[src/rtl/sru_pkg.sv]
package sru_pkg;

  // ---------------------------------------------------------------
  // Bus geometry
  // ---------------------------------------------------------------
  localparam int unsigned ADR_W  = 8;
  localparam int unsigned DAT_W  = 32;
  localparam int unsigned REG_W  = 8;

  // ---------------------------------------------------------------
  // Whole-register offsets (byte addresses)
  // ---------------------------------------------------------------
  localparam logic [7:0] OFF_STATUS    = 8'h00;
  localparam logic [7:0] OFF_SRE       = 8'h04;
  localparam logic [7:0] OFF_ESR       = 8'h08;
  localparam logic [7:0] OFF_ESE       = 8'h0C;
  localparam logic [7:0] OFF_COMM_ERROR_EVENT_REG      = 8'h10;
  localparam logic [7:0] OFF_COMM_ERROR_EVENT_MASK      = 8'h14;
  localparam logic [7:0] OFF_PULSE     = 8'h18;
  localparam logic [7:0] OFF_CLEAR     = 8'h1C;

  // ---------------------------------------------------------------
  // Bit-indexed windows: eight words each, word i is bit i
  // ---------------------------------------------------------------
  localparam logic [2:0] WIN_STATUS    = 3'h1;
  localparam logic [2:0] WIN_ESR       = 3'h2;
  localparam logic [2:0] WIN_COMM_ERROR_EVENT_REG      = 3'h3;
  localparam logic [2:0] WIN_SRE       = 3'h4;
  localparam logic [2:0] WIN_ESE       = 3'h5;
  localparam logic [2:0] WIN_COMM_ERROR_EVENT_MASK      = 3'h6;

  // ---------------------------------------------------------------
  // Status byte layout
  // ---------------------------------------------------------------
  localparam int unsigned STB_CES_BIT  = 3;
  localparam int unsigned STB_ESB_BIT  = 5;
  localparam int unsigned STB_MSS_BIT  = 6;

  // ---------------------------------------------------------------
  // Reset values
  // ---------------------------------------------------------------
  localparam logic [7:0] RST_MASK      = 8'h00;
  localparam logic       RST_PULSE     = 1'b0;
  localparam logic       PULSE_OFF     = 1'b0;
  localparam logic       PULSE_ON      = 1'b1;

  // ---------------------------------------------------------------
  // Timing
  // ---------------------------------------------------------------
  localparam int unsigned CLK_PERIOD_NS  = 8;
  localparam int unsigned PULSE_MIN_NS   = 1000;
  localparam int unsigned PULSE_CYCLES   = (PULSE_MIN_NS + CLK_PERIOD_NS - 1) / CLK_PERIOD_NS;
  localparam int unsigned PULSE_CNT_W    = 8;

  typedef enum logic [1:0] {
    SRU_REQ_IDLE  = 2'b00,
    SRU_REQ_LATCH = 2'b01,
    SRU_REQ_PULSE = 2'b10
  } sru_req_t;

endpackage

[src/rtl/sru_top.sv]
`timescale 1ns/1ns
`default_nettype none

module sru_top
  import sru_pkg::*;
#(
  parameter int unsigned PULSE_LEN = sru_pkg::PULSE_CYCLES
)(
  input  wire logic                      clk_i,
  input  wire logic                      rst_i,
  input  wire logic                      wb_cyc_i,
  input  wire logic                      wb_stb_i,
  input  wire logic                      wb_we_i,
  input  wire logic [sru_pkg::ADR_W-1:0] wb_adr_i,
  input  wire logic [3:0]                wb_sel_i,
  input  wire logic [sru_pkg::DAT_W-1:0] wb_dat_i,
  output var  logic [sru_pkg::DAT_W-1:0] wb_dat_o,
  output var  logic                      wb_ack_o,
  input  wire logic [sru_pkg::REG_W-1:0] dev_status_i,
  input  wire logic [sru_pkg::REG_W-1:0] std_event_i,
  input  wire logic [sru_pkg::REG_W-1:0] comm_event_i,
  output var  logic                      service_request_n_o,
  output var  logic                      request_pulse_mode_o
);
  import sru_pkg::*;

  // -------------------------------------------------------------
  // Elaboration check
  // -------------------------------------------------------------
  // The pulse timer is PULSE_CNT_W bits wide; longer pulses would wrap
  if (PULSE_LEN < 1 || PULSE_LEN > (1 << PULSE_CNT_W) - 1) begin : g_bad_pulse_len
    $error("PULSE_LEN must be 1 to 255");
  end

  // -------------------------------------------------------------
  // Limitations
  // -------------------------------------------------------------
  // Bit indices are three bits wide: no invalid index, no error raised.
  // Requests arising during a pulse are dropped, not queued.
  // A mode change leaves a request already latched or pulsing alone.
  // Unmapped or misaligned accesses are acked and read zero.
  // Only byte lane 0 carries data; every register is one byte, except pulse mode, which is bit 0.
  // Event inputs OR in every cycle; a held input re-sets a cleared bit.

  // -------------------------------------------------------------
  // State
  // -------------------------------------------------------------
  // Software-visible registers, one byte each except the one-bit pulse mode
  logic [REG_W-1:0]       sre_mask;
  logic [REG_W-1:0]       std_event_reg;
  logic [REG_W-1:0]       std_event_mask;
  logic [REG_W-1:0]       comm_error_event_reg;
  logic [REG_W-1:0]       comm_error_event_mask;
  logic                   request_pulse_mode;
  // Request sequencing: enabled bits seen last cycle, state, pulse timer
  logic [REG_W-1:0]       armed_q;
  sru_req_t               req_state;
  sru_req_t               next_req_state;
  logic [PULSE_CNT_W-1:0] pulse_cnt;
  logic [PULSE_CNT_W-1:0] next_pulse_cnt;

  // -------------------------------------------------------------
  // Bus decode
  // -------------------------------------------------------------
  // Map, byte offsets, each register in bits 7:0 of its word:
  //   00 status byte, read releases the request line
  //   04 request enable mask
  //   08 standard event register, read clears all
  //   0C standard event enable mask
  //   10 comm error event register, read clears all
  //   14 comm error event mask
  //   18 pulse mode, bit 0
  //   1C clear status, any write with byte lane 0 on
  // Bit windows of eight words, word i is bit i, per-bit writes use bit 0:
  //   20 status bit, no release; 40 standard event bit, read clears it
  //   60 comm error bit, read clears it; 80 request enable bit
  //   A0 standard event enable bit; C0 comm error mask bit; E0 unmapped
  // Taken once: the ack cycle itself never counts as a new access
  wire              take       = wb_cyc_i & wb_stb_i & ~wb_ack_o;
  wire              rd         = take & ~wb_we_i;
  wire              wr         = take & wb_we_i & wb_sel_i[0];
  // Misaligned addresses hit nothing, so they read zero and write nothing
  wire [7:0]        adr        = wb_adr_i;
  wire              word_ok    = (adr[1:0] == 2'b00);
  wire [2:0]        win        = adr[7:5];
  wire [2:0]        bit_idx    = adr[4:2];
  wire              in_win     = word_ok & (win != 3'h0);

  // -------------------------------------------------------------
  // Whole-register hits
  // -------------------------------------------------------------
  wire              hit_status = word_ok & (adr == OFF_STATUS);
  wire              hit_sre    = word_ok & (adr == OFF_SRE);
  wire              hit_esr    = word_ok & (adr == OFF_ESR);
  wire              hit_ese    = word_ok & (adr == OFF_ESE);
  wire              hit_comm_error_event_reg   = word_ok & (adr == OFF_COMM_ERROR_EVENT_REG);
  wire              hit_comm_error_event_mask   = word_ok & (adr == OFF_COMM_ERROR_EVENT_MASK);
  wire              hit_pulse  = word_ok & (adr == OFF_PULSE);
  wire              hit_clear  = word_ok & (adr == OFF_CLEAR);

  // -------------------------------------------------------------
  // Bit windows
  // -------------------------------------------------------------
  // Upper three address bits pick the register, the next three the bit
  wire              w_status   = in_win & (win == WIN_STATUS);
  wire              w_esr      = in_win & (win == WIN_ESR);
  wire              w_comm_error_event_reg     = in_win & (win == WIN_COMM_ERROR_EVENT_REG);
  wire              w_sre      = in_win & (win == WIN_SRE);
  wire              w_ese      = in_win & (win == WIN_ESE);
  wire              w_comm_error_event_mask     = in_win & (win == WIN_COMM_ERROR_EVENT_MASK);
  // One-hot bit select, shared by read-clears and per-bit writes
  wire [REG_W-1:0]  idx_onehot = 8'h01 << bit_idx;
  wire              wr_bit     = wb_dat_i[0];
  // Windows hold eight words, so no index above 7 can be formed
  wire              idx_valid  = (bit_idx <= 3'h7);

  // -------------------------------------------------------------
  // Status byte composition
  // -------------------------------------------------------------
  // A summary follows its register live, not only when an event arrives
  // Summary bits are live; the request bit is the OR of enabled others
  wire             esb_sum = |(std_event_reg & std_event_mask);
  wire             ces_sum = |(comm_error_event_reg & comm_error_event_mask);
  // Positions 3, 5 and 6 belong to this block; the rest pass through
  logic [REG_W-1:0] stb_base;
  always_comb begin
    stb_base               = dev_status_i;
    stb_base[STB_ESB_BIT]  = esb_sum;
    stb_base[STB_CES_BIT]  = ces_sum;
    stb_base[STB_MSS_BIT]  = 1'b0;
  end
  // Bit 6 is never enabled, so the request summary cannot hold itself up
  wire [REG_W-1:0] sre_eff    = sre_mask & ~(8'h01 << STB_MSS_BIT);
  wire             mss        = |(stb_base & sre_eff);
  wire [REG_W-1:0] status_byte = stb_base | ({7'h00, mss} << STB_MSS_BIT);

  // A bit that rises under its enable asks for service
  // Levels alone would re-raise after every release; only a rise counts
  wire [REG_W-1:0] armed    = stb_base & sre_eff;
  wire             new_req  = |(armed & ~armed_q);

  // -------------------------------------------------------------
  // Read-clear and set masks for the event registers
  // -------------------------------------------------------------
  // A read clears only what it returned, never a neighbouring bit
  wire             clear_all  = wr & hit_clear;
  wire [REG_W-1:0] esr_rdclr  = (rd & hit_esr) ? 8'hFF :
                                (rd & w_esr & idx_valid) ? idx_onehot : 8'h00;
  wire [REG_W-1:0] comm_error_event_reg_rdclr = (rd & hit_comm_error_event_reg) ? 8'hFF :
                                (rd & w_comm_error_event_reg & idx_valid) ? idx_onehot : 8'h00;
  // Clear-status covers every bit of both event registers
  wire [REG_W-1:0] esr_clr    = clear_all ? 8'hFF : esr_rdclr;
  wire [REG_W-1:0] comm_error_event_reg_clr   = clear_all ? 8'hFF : comm_error_event_reg_rdclr;
  // Arriving events win over a clear in the same cycle
  // An event lost to a clear in flight would never be reported
  wire [REG_W-1:0] next_esr   = (std_event_reg & ~esr_clr) | std_event_i;
  wire [REG_W-1:0] next_comm_error_event_reg  = (comm_error_event_reg & ~comm_error_event_reg_clr) | comm_event_i;

  // -------------------------------------------------------------
  // Mask writes, whole or per bit
  // -------------------------------------------------------------
  // A per-bit write changes the selected bit and keeps the other seven
  wire [REG_W-1:0] next_sre  = (wr & hit_sre) ? wb_dat_i[REG_W-1:0] :
                               (wr & w_sre)   ? ((sre_mask & ~idx_onehot) | (wr_bit ? idx_onehot : 8'h00)) :
                               sre_mask;
  wire [REG_W-1:0] next_ese  = (wr & hit_ese) ? wb_dat_i[REG_W-1:0] :
                               (wr & w_ese)   ? ((std_event_mask & ~idx_onehot) | (wr_bit ? idx_onehot : 8'h00)) :
                               std_event_mask;
  wire [REG_W-1:0] next_comm_error_event_mask = (wr & hit_comm_error_event_mask) ? wb_dat_i[REG_W-1:0] :
                               (wr & w_comm_error_event_mask)   ? ((comm_error_event_mask & ~idx_onehot) |
                                                  (wr_bit ? idx_onehot : 8'h00)) :
                               comm_error_event_mask;
  // Only bit 0 of the data is kept; the field has two values
  wire             next_pulse_mode = (wr & hit_pulse) ? wb_dat_i[0] : request_pulse_mode;

  // -------------------------------------------------------------
  // Read data selection
  // -------------------------------------------------------------
  // Hits are mutually exclusive, so the chain order carries no priority
  logic [REG_W-1:0] rd_byte;
  always_comb begin
    rd_byte = 8'h00;
    if (hit_status) begin
      rd_byte = status_byte;
    end else if (hit_sre) begin
      rd_byte = sre_mask;
    end else if (hit_esr) begin
      rd_byte = std_event_reg;
    end else if (hit_ese) begin
      rd_byte = std_event_mask;
    end else if (hit_comm_error_event_reg) begin
      rd_byte = comm_error_event_reg;
    end else if (hit_comm_error_event_mask) begin
      rd_byte = comm_error_event_mask;
    end else if (hit_pulse) begin
      rd_byte = {7'h00, request_pulse_mode};
    end else if (w_status) begin
      rd_byte = {7'h00, status_byte[bit_idx]};
    end else if (w_esr) begin
      rd_byte = {7'h00, std_event_reg[bit_idx]};
    end else if (w_comm_error_event_reg) begin
      rd_byte = {7'h00, comm_error_event_reg[bit_idx]};
    end else if (w_sre) begin
      rd_byte = {7'h00, sre_mask[bit_idx]};
    end else if (w_ese) begin
      rd_byte = {7'h00, std_event_mask[bit_idx]};
    end else if (w_comm_error_event_mask) begin
      rd_byte = {7'h00, comm_error_event_mask[bit_idx]};
    end
  end

  // -------------------------------------------------------------
  // Service request sequencing
  // -------------------------------------------------------------
  // Idle: line high. Latch: line low until a whole status read.
  // Pulse: line low for PULSE_LEN cycles, then back to idle.
  // The output flop follows the next state, so the line moves
  // one cycle after the event that causes it.
  // Only the whole-byte read releases; the indexed window never does
  wire stb_release = rd & hit_status;
  wire pulse_last  = (pulse_cnt == PULSE_CNT_W'(PULSE_LEN - 1));

  always_comb begin
    next_req_state = req_state;
    next_pulse_cnt = pulse_cnt;
    case (req_state)
      SRU_REQ_IDLE: begin
        // Pulse mode starts the timer from zero
        if (new_req && request_pulse_mode) begin
          next_req_state = SRU_REQ_PULSE;
          next_pulse_cnt = '0;
        end else if (new_req) begin
          next_req_state = SRU_REQ_LATCH;
        end
      end
      SRU_REQ_LATCH: begin
        // A request arriving with the release keeps the line low
        if (stb_release && !new_req) begin
          next_req_state = SRU_REQ_IDLE;
        end
      end
      SRU_REQ_PULSE: begin
        // Rises seen now are absorbed by armed_q and never served
        if (pulse_last) begin
          next_req_state = SRU_REQ_IDLE;
        end else begin
          next_pulse_cnt = pulse_cnt + PULSE_CNT_W'(1);
        end
      end
      default: begin
        // Unused code: release the line
        next_req_state = SRU_REQ_IDLE;
      end
    endcase
  end

  // Low in both active states
  wire next_srq_n = (next_req_state == SRU_REQ_IDLE);

  // -------------------------------------------------------------
  // Registers
  // -------------------------------------------------------------
  // Event and mask storage; all clear together on reset, so no stale
  // request survives it
  always_ff @(posedge clk_i) begin
    if (rst_i) begin
      sre_mask              <= RST_MASK;
      std_event_reg         <= RST_MASK;
      std_event_mask        <= RST_MASK;
      comm_error_event_reg  <= RST_MASK;
      comm_error_event_mask <= RST_MASK;
      request_pulse_mode    <= RST_PULSE;
      armed_q               <= RST_MASK;
    end else begin
      sre_mask              <= next_sre;
      std_event_reg         <= next_esr;
      std_event_mask        <= next_ese;
      comm_error_event_reg  <= next_comm_error_event_reg;
      comm_error_event_mask <= next_comm_error_event_mask;
      request_pulse_mode    <= next_pulse_mode;
      armed_q               <= armed;
    end
  end

  // Request line and pulse timer
  // The line comes from a flop, so no decode glitch reaches the host
  always_ff @(posedge clk_i) begin
    if (rst_i) begin
      req_state           <= SRU_REQ_IDLE;
      pulse_cnt           <= '0;
      service_request_n_o <= 1'b1;
    end else begin
      req_state           <= next_req_state;
      pulse_cnt           <= next_pulse_cnt;
      service_request_n_o <= next_srq_n;
    end
  end

  // Bus answer: one wait state, unmapped addresses read zero
  // Ack rises the cycle after the access is taken and drops the next;
  // read data holds until the next read, so a slow master still sees it
  always_ff @(posedge clk_i) begin
    if (rst_i) begin
      wb_ack_o <= 1'b0;
      wb_dat_o <= '0;
    end else begin
      wb_ack_o <= take;
      if (rd) begin
        wb_dat_o <= {24'h00_0000, rd_byte};
      end
    end
  end

  // Mode is mirrored out for the panel
  // Follows the written value in the same cycle as the internal bit
  always_ff @(posedge clk_i) begin
    if (rst_i) begin
      request_pulse_mode_o <= RST_PULSE;
    end else begin
      request_pulse_mode_o <= next_pulse_mode;
    end
  end

endmodule // sru_top

`default_nettype wire

[config.mk]
export PLATFORM = sky130hd
export DESIGN_NAME = sru_top
export DESIGN_NICKNAME = d
export VERILOG_FILES = /design/src/rtl/sru_pkg.sv /design/src/rtl/sru_top.sv
export SDC_FILE = /design/constraint.sdc
export NUM_CORES = 1
export LEC_CHECK = 0
export ABC_AREA = 1
export BUFFER_PORTS_ARGS = -buffer_cell sky130_fd_sc_hd__buf_2
export CELL_PAD_IN_SITES_DETAIL_PLACEMENT = 1
export CELL_PAD_IN_SITES_GLOBAL_PLACEMENT = 1
export CORE_MARGIN = 2
export CORE_UTILIZATION = 32
export CTS_CLUSTER_SIZE = 16
export DETAILED_ROUTE_END_ITERATION = 12
export PLACE_DENSITY_LB_ADDON = 0.1
export SLEW_MARGIN = 20
export SYNTH_ARGS = -nofsm -noshare
export SYNTH_HDL_FRONTEND = slang
export SYNTH_SLANG_ARGS = --single-unit
[constraint.sdc]
create_clock -name clk_i -period 3.1 [get_ports clk_i]
set_input_delay 0 -clock clk_i [delete_from_list [all_inputs] [get_ports clk_i]]
set_output_delay 0 -clock clk_i [all_outputs]
set_load 0.005 [all_outputs]
Word level (Yosys, flattened, before mapping). Index checks and enable logic that the tools add are counted.

Logic and storage cells: 153. Register bits after elaboration: 69. Output and inout bits: 35.

Shift operators: 1. Muxes and demuxes: 46. Bitwise operators: 56. Equal/unequal tests: 18. Reductions and logical operators: 17. Order comparisons: 2. Add/subtract/negate cells: 1.

Operators by type and width (number): 2-to-1 mux 8 bit (21); bitwise AND 8 bit (9); OR 8 bit (5); bitwise AND 1 bit (35); equality test 8 x 5 -> 1 bit, second input constant (4); NOT 8 bit (4); OR reduction 8 bit (4); binary-select mux 1 bit (select 3 bit) (6); equality test 8 x 4 -> 1 bit, second input constant (2); case mux 8 bit (2 select lines) (1); 2-to-1 mux 1 bit (13); equality test 3 bit, second input constant (3); adder 8 x 1 -> 8 bit, second input constant (1); equality test 8 x 3 -> 1 bit, second input constant (1); equality test 8 x 7 -> 1 bit, second input constant (1); logical NOT 8 bit (1); 2-to-1 mux 2 bit (4); OR 8 x 7 -> 8 bit (1); nonzero test 2 bit (4); left shift 1 x 3 -> 8 bit, first input constant (1); equality test 3 x 2 -> 1 bit, second input constant (2); logical NOT 2 bit (3); case mux 2 bit (3 select lines) (1); < comparator 3 x 4 -> 1 bit, second input constant (1); other kinds (10) (13).

Logic depth before layout (Yosys ltp).
Depth in word-level cells: 16. Depth in mapped cells: 14.

Least setup slack after synthesis. No wires, ideal clock.

Path kind: register to register. Start point: register wb_ack_o. End point: register comm_error_event_reg[6]. Arrival time: 1.417 ns. Stages on the path, launching flop included: 9. Path buffers: 0. Path slack: 1.556 ns. Data required time: 2.972 ns. Cell sequence: dfxtp_1 > nor2_2 > inv_1 > nor2_4 > inv_1 > nor4_2 > a211oi_1 > a21oi_1 > nor2_1.

Longest elaborated chain between the ends: 11. Elaborated cells between the ends (all ways): 15.

Ends and longest elaborated chain: from (decl) (RTL line sru_top.sv:18) `output var logic wb_ack_o,`; from (signal assigned) (RTL line sru_top.sv:307) `wb_ack_o <= take;`; NOT 1 bit (*) (RTL line sru_top.sv:79) `wire take = wb_cyc_i & wb_stb_i & ~wb_ack_o;`; bitwise AND 1 bit (*) (RTL line sru_top.sv:79); bitwise AND 1 bit (RTL line sru_top.sv:80) `wire rd = take & ~wb_we_i;`; bitwise AND 1 bit (2 in series) (RTL line sru_top.sv:150) `(rd & w_comm_error_event_reg & idx_valid) ? idx_onehot : 8'h00;`; 2-to-1 mux 8 bit (RTL line sru_top.sv:150); 2-to-1 mux 8 bit (RTL line sru_top.sv:149) `wire [REG_W-1:0] comm_error_event_reg_rdclr = (rd & hit_comm_error_event_reg) ? 8'hFF :`; 2-to-1 mux 8 bit (*) (RTL line sru_top.sv:153) `wire [REG_W-1:0] comm_error_event_reg_clr = clear_all ? 8'hFF : comm_error_event_reg_rdclr;`; NOT 8 bit (*) (RTL line sru_top.sv:157) `wire [REG_W-1:0] next_comm_error_event_reg = (comm_error_event_reg & ~comm_error_event_reg_clr) | comm_event_i ...`; bitwise AND 8 bit (*) (RTL line sru_top.sv:157); OR 8 bit (*) (RTL line sru_top.sv:157); to (signal assigned) (RTL line sru_top.sv:278) `comm_error_event_reg <= next_comm_error_event_reg;`; to (decl) (RTL line sru_top.sv:52) `logic [REG_W-1:0] comm_error_event_reg;`.

Every way passes the cells marked *; elsewhere a longest branch is shown, timed or not. A chain may end at the register's enable or synchronous reset.

Worst setup path in the final report. Ends and elaborated chain as after synthesis.

==> out/metrics.yaml <==
drv_slew: 0
p_sw_frac: 0.245
grt_pass1_wl_mm: 25.4
grt_max_degree: 38
clkPwrFrac: 0.477
ant_nets: 0
synth_cell_types: 43
via_per_inst: 5.20
yosysWarnings: 0
fp.dieW_um: 119
utilization: 0.391
setup_viol: 0
clock-root-buffer: "clkbuf_16"
run_status: "finished clean"
num_rows: 42
start_kind: "flop"
numClockSinks: 68
skew_ns: 0.00877
area.growth.synth_to_final_pct: 20.5
vias: 4623
dieArea_um2: 14200
switchingPower_w: 0.000525
slew_headroom: 0.413
antenna_found_initial: 0
cts_made_buffers: 9
fmax_mhz: 451
max_cap_viol_count: 0
required_ns: 3.31
hold_class: "in -> reg"
fin_crit_ns: 2.22
clk_pin_slew_ns: 0.05
grt_use_total: 0.233
initial_core_util: 0.324
drc: 0
synth_flop_cell: "dfxtp_1"
synth.area.top_cells: "dfxtp_1 (32%), nand2_1 (15%), nor2_1 (6.3%), o21ai_0 (5.7%), inv_1 (5.0%)"
regArea_um2: 1360
n_fill_cell: 1677
seq_power_share: 0.424
syn_area_um2: 4240
antenna_cells: 0
multi_input_area_um2: 2430
totalWireLength_mm: 15.9
overflow: 0
whs_ns: 0.0303
p_int_w: 0.00162
routabilityCongestion: 0.894
synth.most_common_cell: "nand2_1"
async_flop_share: 0
worstMarginPinSlew_ns: 0.879
pin_count: 108
avgRoutedWirePerCell_um: 17.9
design.core.area_um2: 13100
cts_resized: 0
ys_ff_latch: 68
cellPowerDensity_nw_per_um2: 420
die_h_um: 119
synth.largest_area_cell: "dfxtp_1"
report.final.hold_viol_count: 0
grt_pass1_vias: 4674
final_nets: 785
drtIter0Drc: 263
clock_latency_ns: 0.34
cts_buffer_depth: 2
synth_top_area_frac: 0.321
postSynthCellCount: 638
end_kind: "flop"
p_leak_nw: 2.22
cp.arrival_ns: 2.43
synth_edf_count: 0
syn_avg_cell_area_um2: 6.64
dp_hpwl_mm: 12.0
crit_type: "reg -> reg"
synth_commonest_cells: "nand2_1 (164), nor2_1 (71), dfxtp_1 (68)"
htree_levels: 3
rsz0062_at_grt: "false"
drive_gt1_frac: 0.144
finalCritPeriodShare: 0.715
seq_area_frac_synth: 0.321
io_buffers: 53
firstDrtPassIters: 6
vdd_ir_drop_max_v: 0.000211
fin_tns_setup_ns: 0
cp_max_fo: 11
p_comb_frac: 0.098
cts_tree: "done"
[cell usage in the layout, fill, tap and decap left out, types with 11 or more instances in the layout]
cell type / n
nand4_1: 11
inv_1: 57
dlygate4sd3_1: 28
dfxtp_1: 68
nand2_1: 164
nand3_1: 20
o311ai_0: 16
a21oi_1: 36
conb_1: 24
nor2_1: 71
buf_2: 53
o21ai_0: 48
o211ai_1: 20
[logic make-up (layout without fill, tap and decap cells)]
logic type,after synthesis,after routing,synth area share
AND/OR/NAND/NOR,299,299,0.310
AO/OA/AOI/OAI,155,155,0.230
buffers and inverters,110,162,0.125
flip-flops,68,68,0.321
XOR/XNOR,3,3,0.00620
adder cells (fa/ha/maj),2,2,0.00590
other,1,24,0.000885
[metal layers]
metal | global-route usage | vias up | share of wire
li1 | - | 2241 | -
met1 | 0.301 | 2247 | 0.46
met2 | 0.394 | 115 | 0.48
met3 | 0.0340 | 20 | 0.044
met4 | 0.0826 | 0 | 0.022
met5 | 0 | - | 0
[what timing repair did]
| item | in CTS | in global routing |
|---|---|---|
| hold buffers | 28 | 0 |
| hold endpoints to repair | 43 | 0 |
| setup buffers | 0 | 0 |
[layout make-up]
cell class / instances / area share
multi-input cells: 483 / 0.476
well taps: 176 / 0.0431
clock buffers: 12 / 0.0502
repair buffers: 83 / 0.110
clock inverters: 2 / 0.00686
flip-flops and latches: 68 / 0.266
inverters: 65 / 0.0477
[metrics by stage]
step	instance area (um2)	instances	setup WS (ns)	power, W
5_1_grt	5110	889	0.639	0.00223
3_5_place_dp	4540	847	0.870	0.00111
2_1_floorplan	4330	661	1.56	0.00105
4_1_cts	5110	889	0.873	0.00217
3_3_place_gp	4540	847	0.898	0.00111
6_report	5110	889	0.883	0.00215
[power groups by stage]
stage / Sequential (W) / Combinational, W / Clock [W]
floorplan: 0.000920 / 0.000128 / 0
global placement: 0.000929 / 0.000180 / 0
detailed placement: 0.000929 / 0.000183 / 0
CTS: 0.000910 / 0.000211 / 0.00105
global route: 0.000912 / 0.000235 / 0.00109
finish: 0.000911 / 0.000211 / 0.00102
[final timing paths]
kind,slack (ns),end,from,cells past startpoint
worst min register to register,0.46,wb_dat_o[7],wb_dat_o[7],2
worst max register to register,0.88,comm_error_event_reg[6],wb_ack_o,8
worst max-delay path,0.88,comm_error_event_reg[6],wb_ack_o,8
worst min-delay path,0.03,wb_dat_o[5],wb_we_i,4
[critical path, cell delays in order (launching register included)]
cell and delay (ns):
dfxtp_1 0.31, nor2_2 0.12, inv_1 0.09, nor2_4 0.25
inv_1 0.30, nor4_2 0.63, a211oi_1 0.18, a21oi_1 0.16
nor2_1 0.05
No activity file was read; power rests on OpenSTA's default activity.
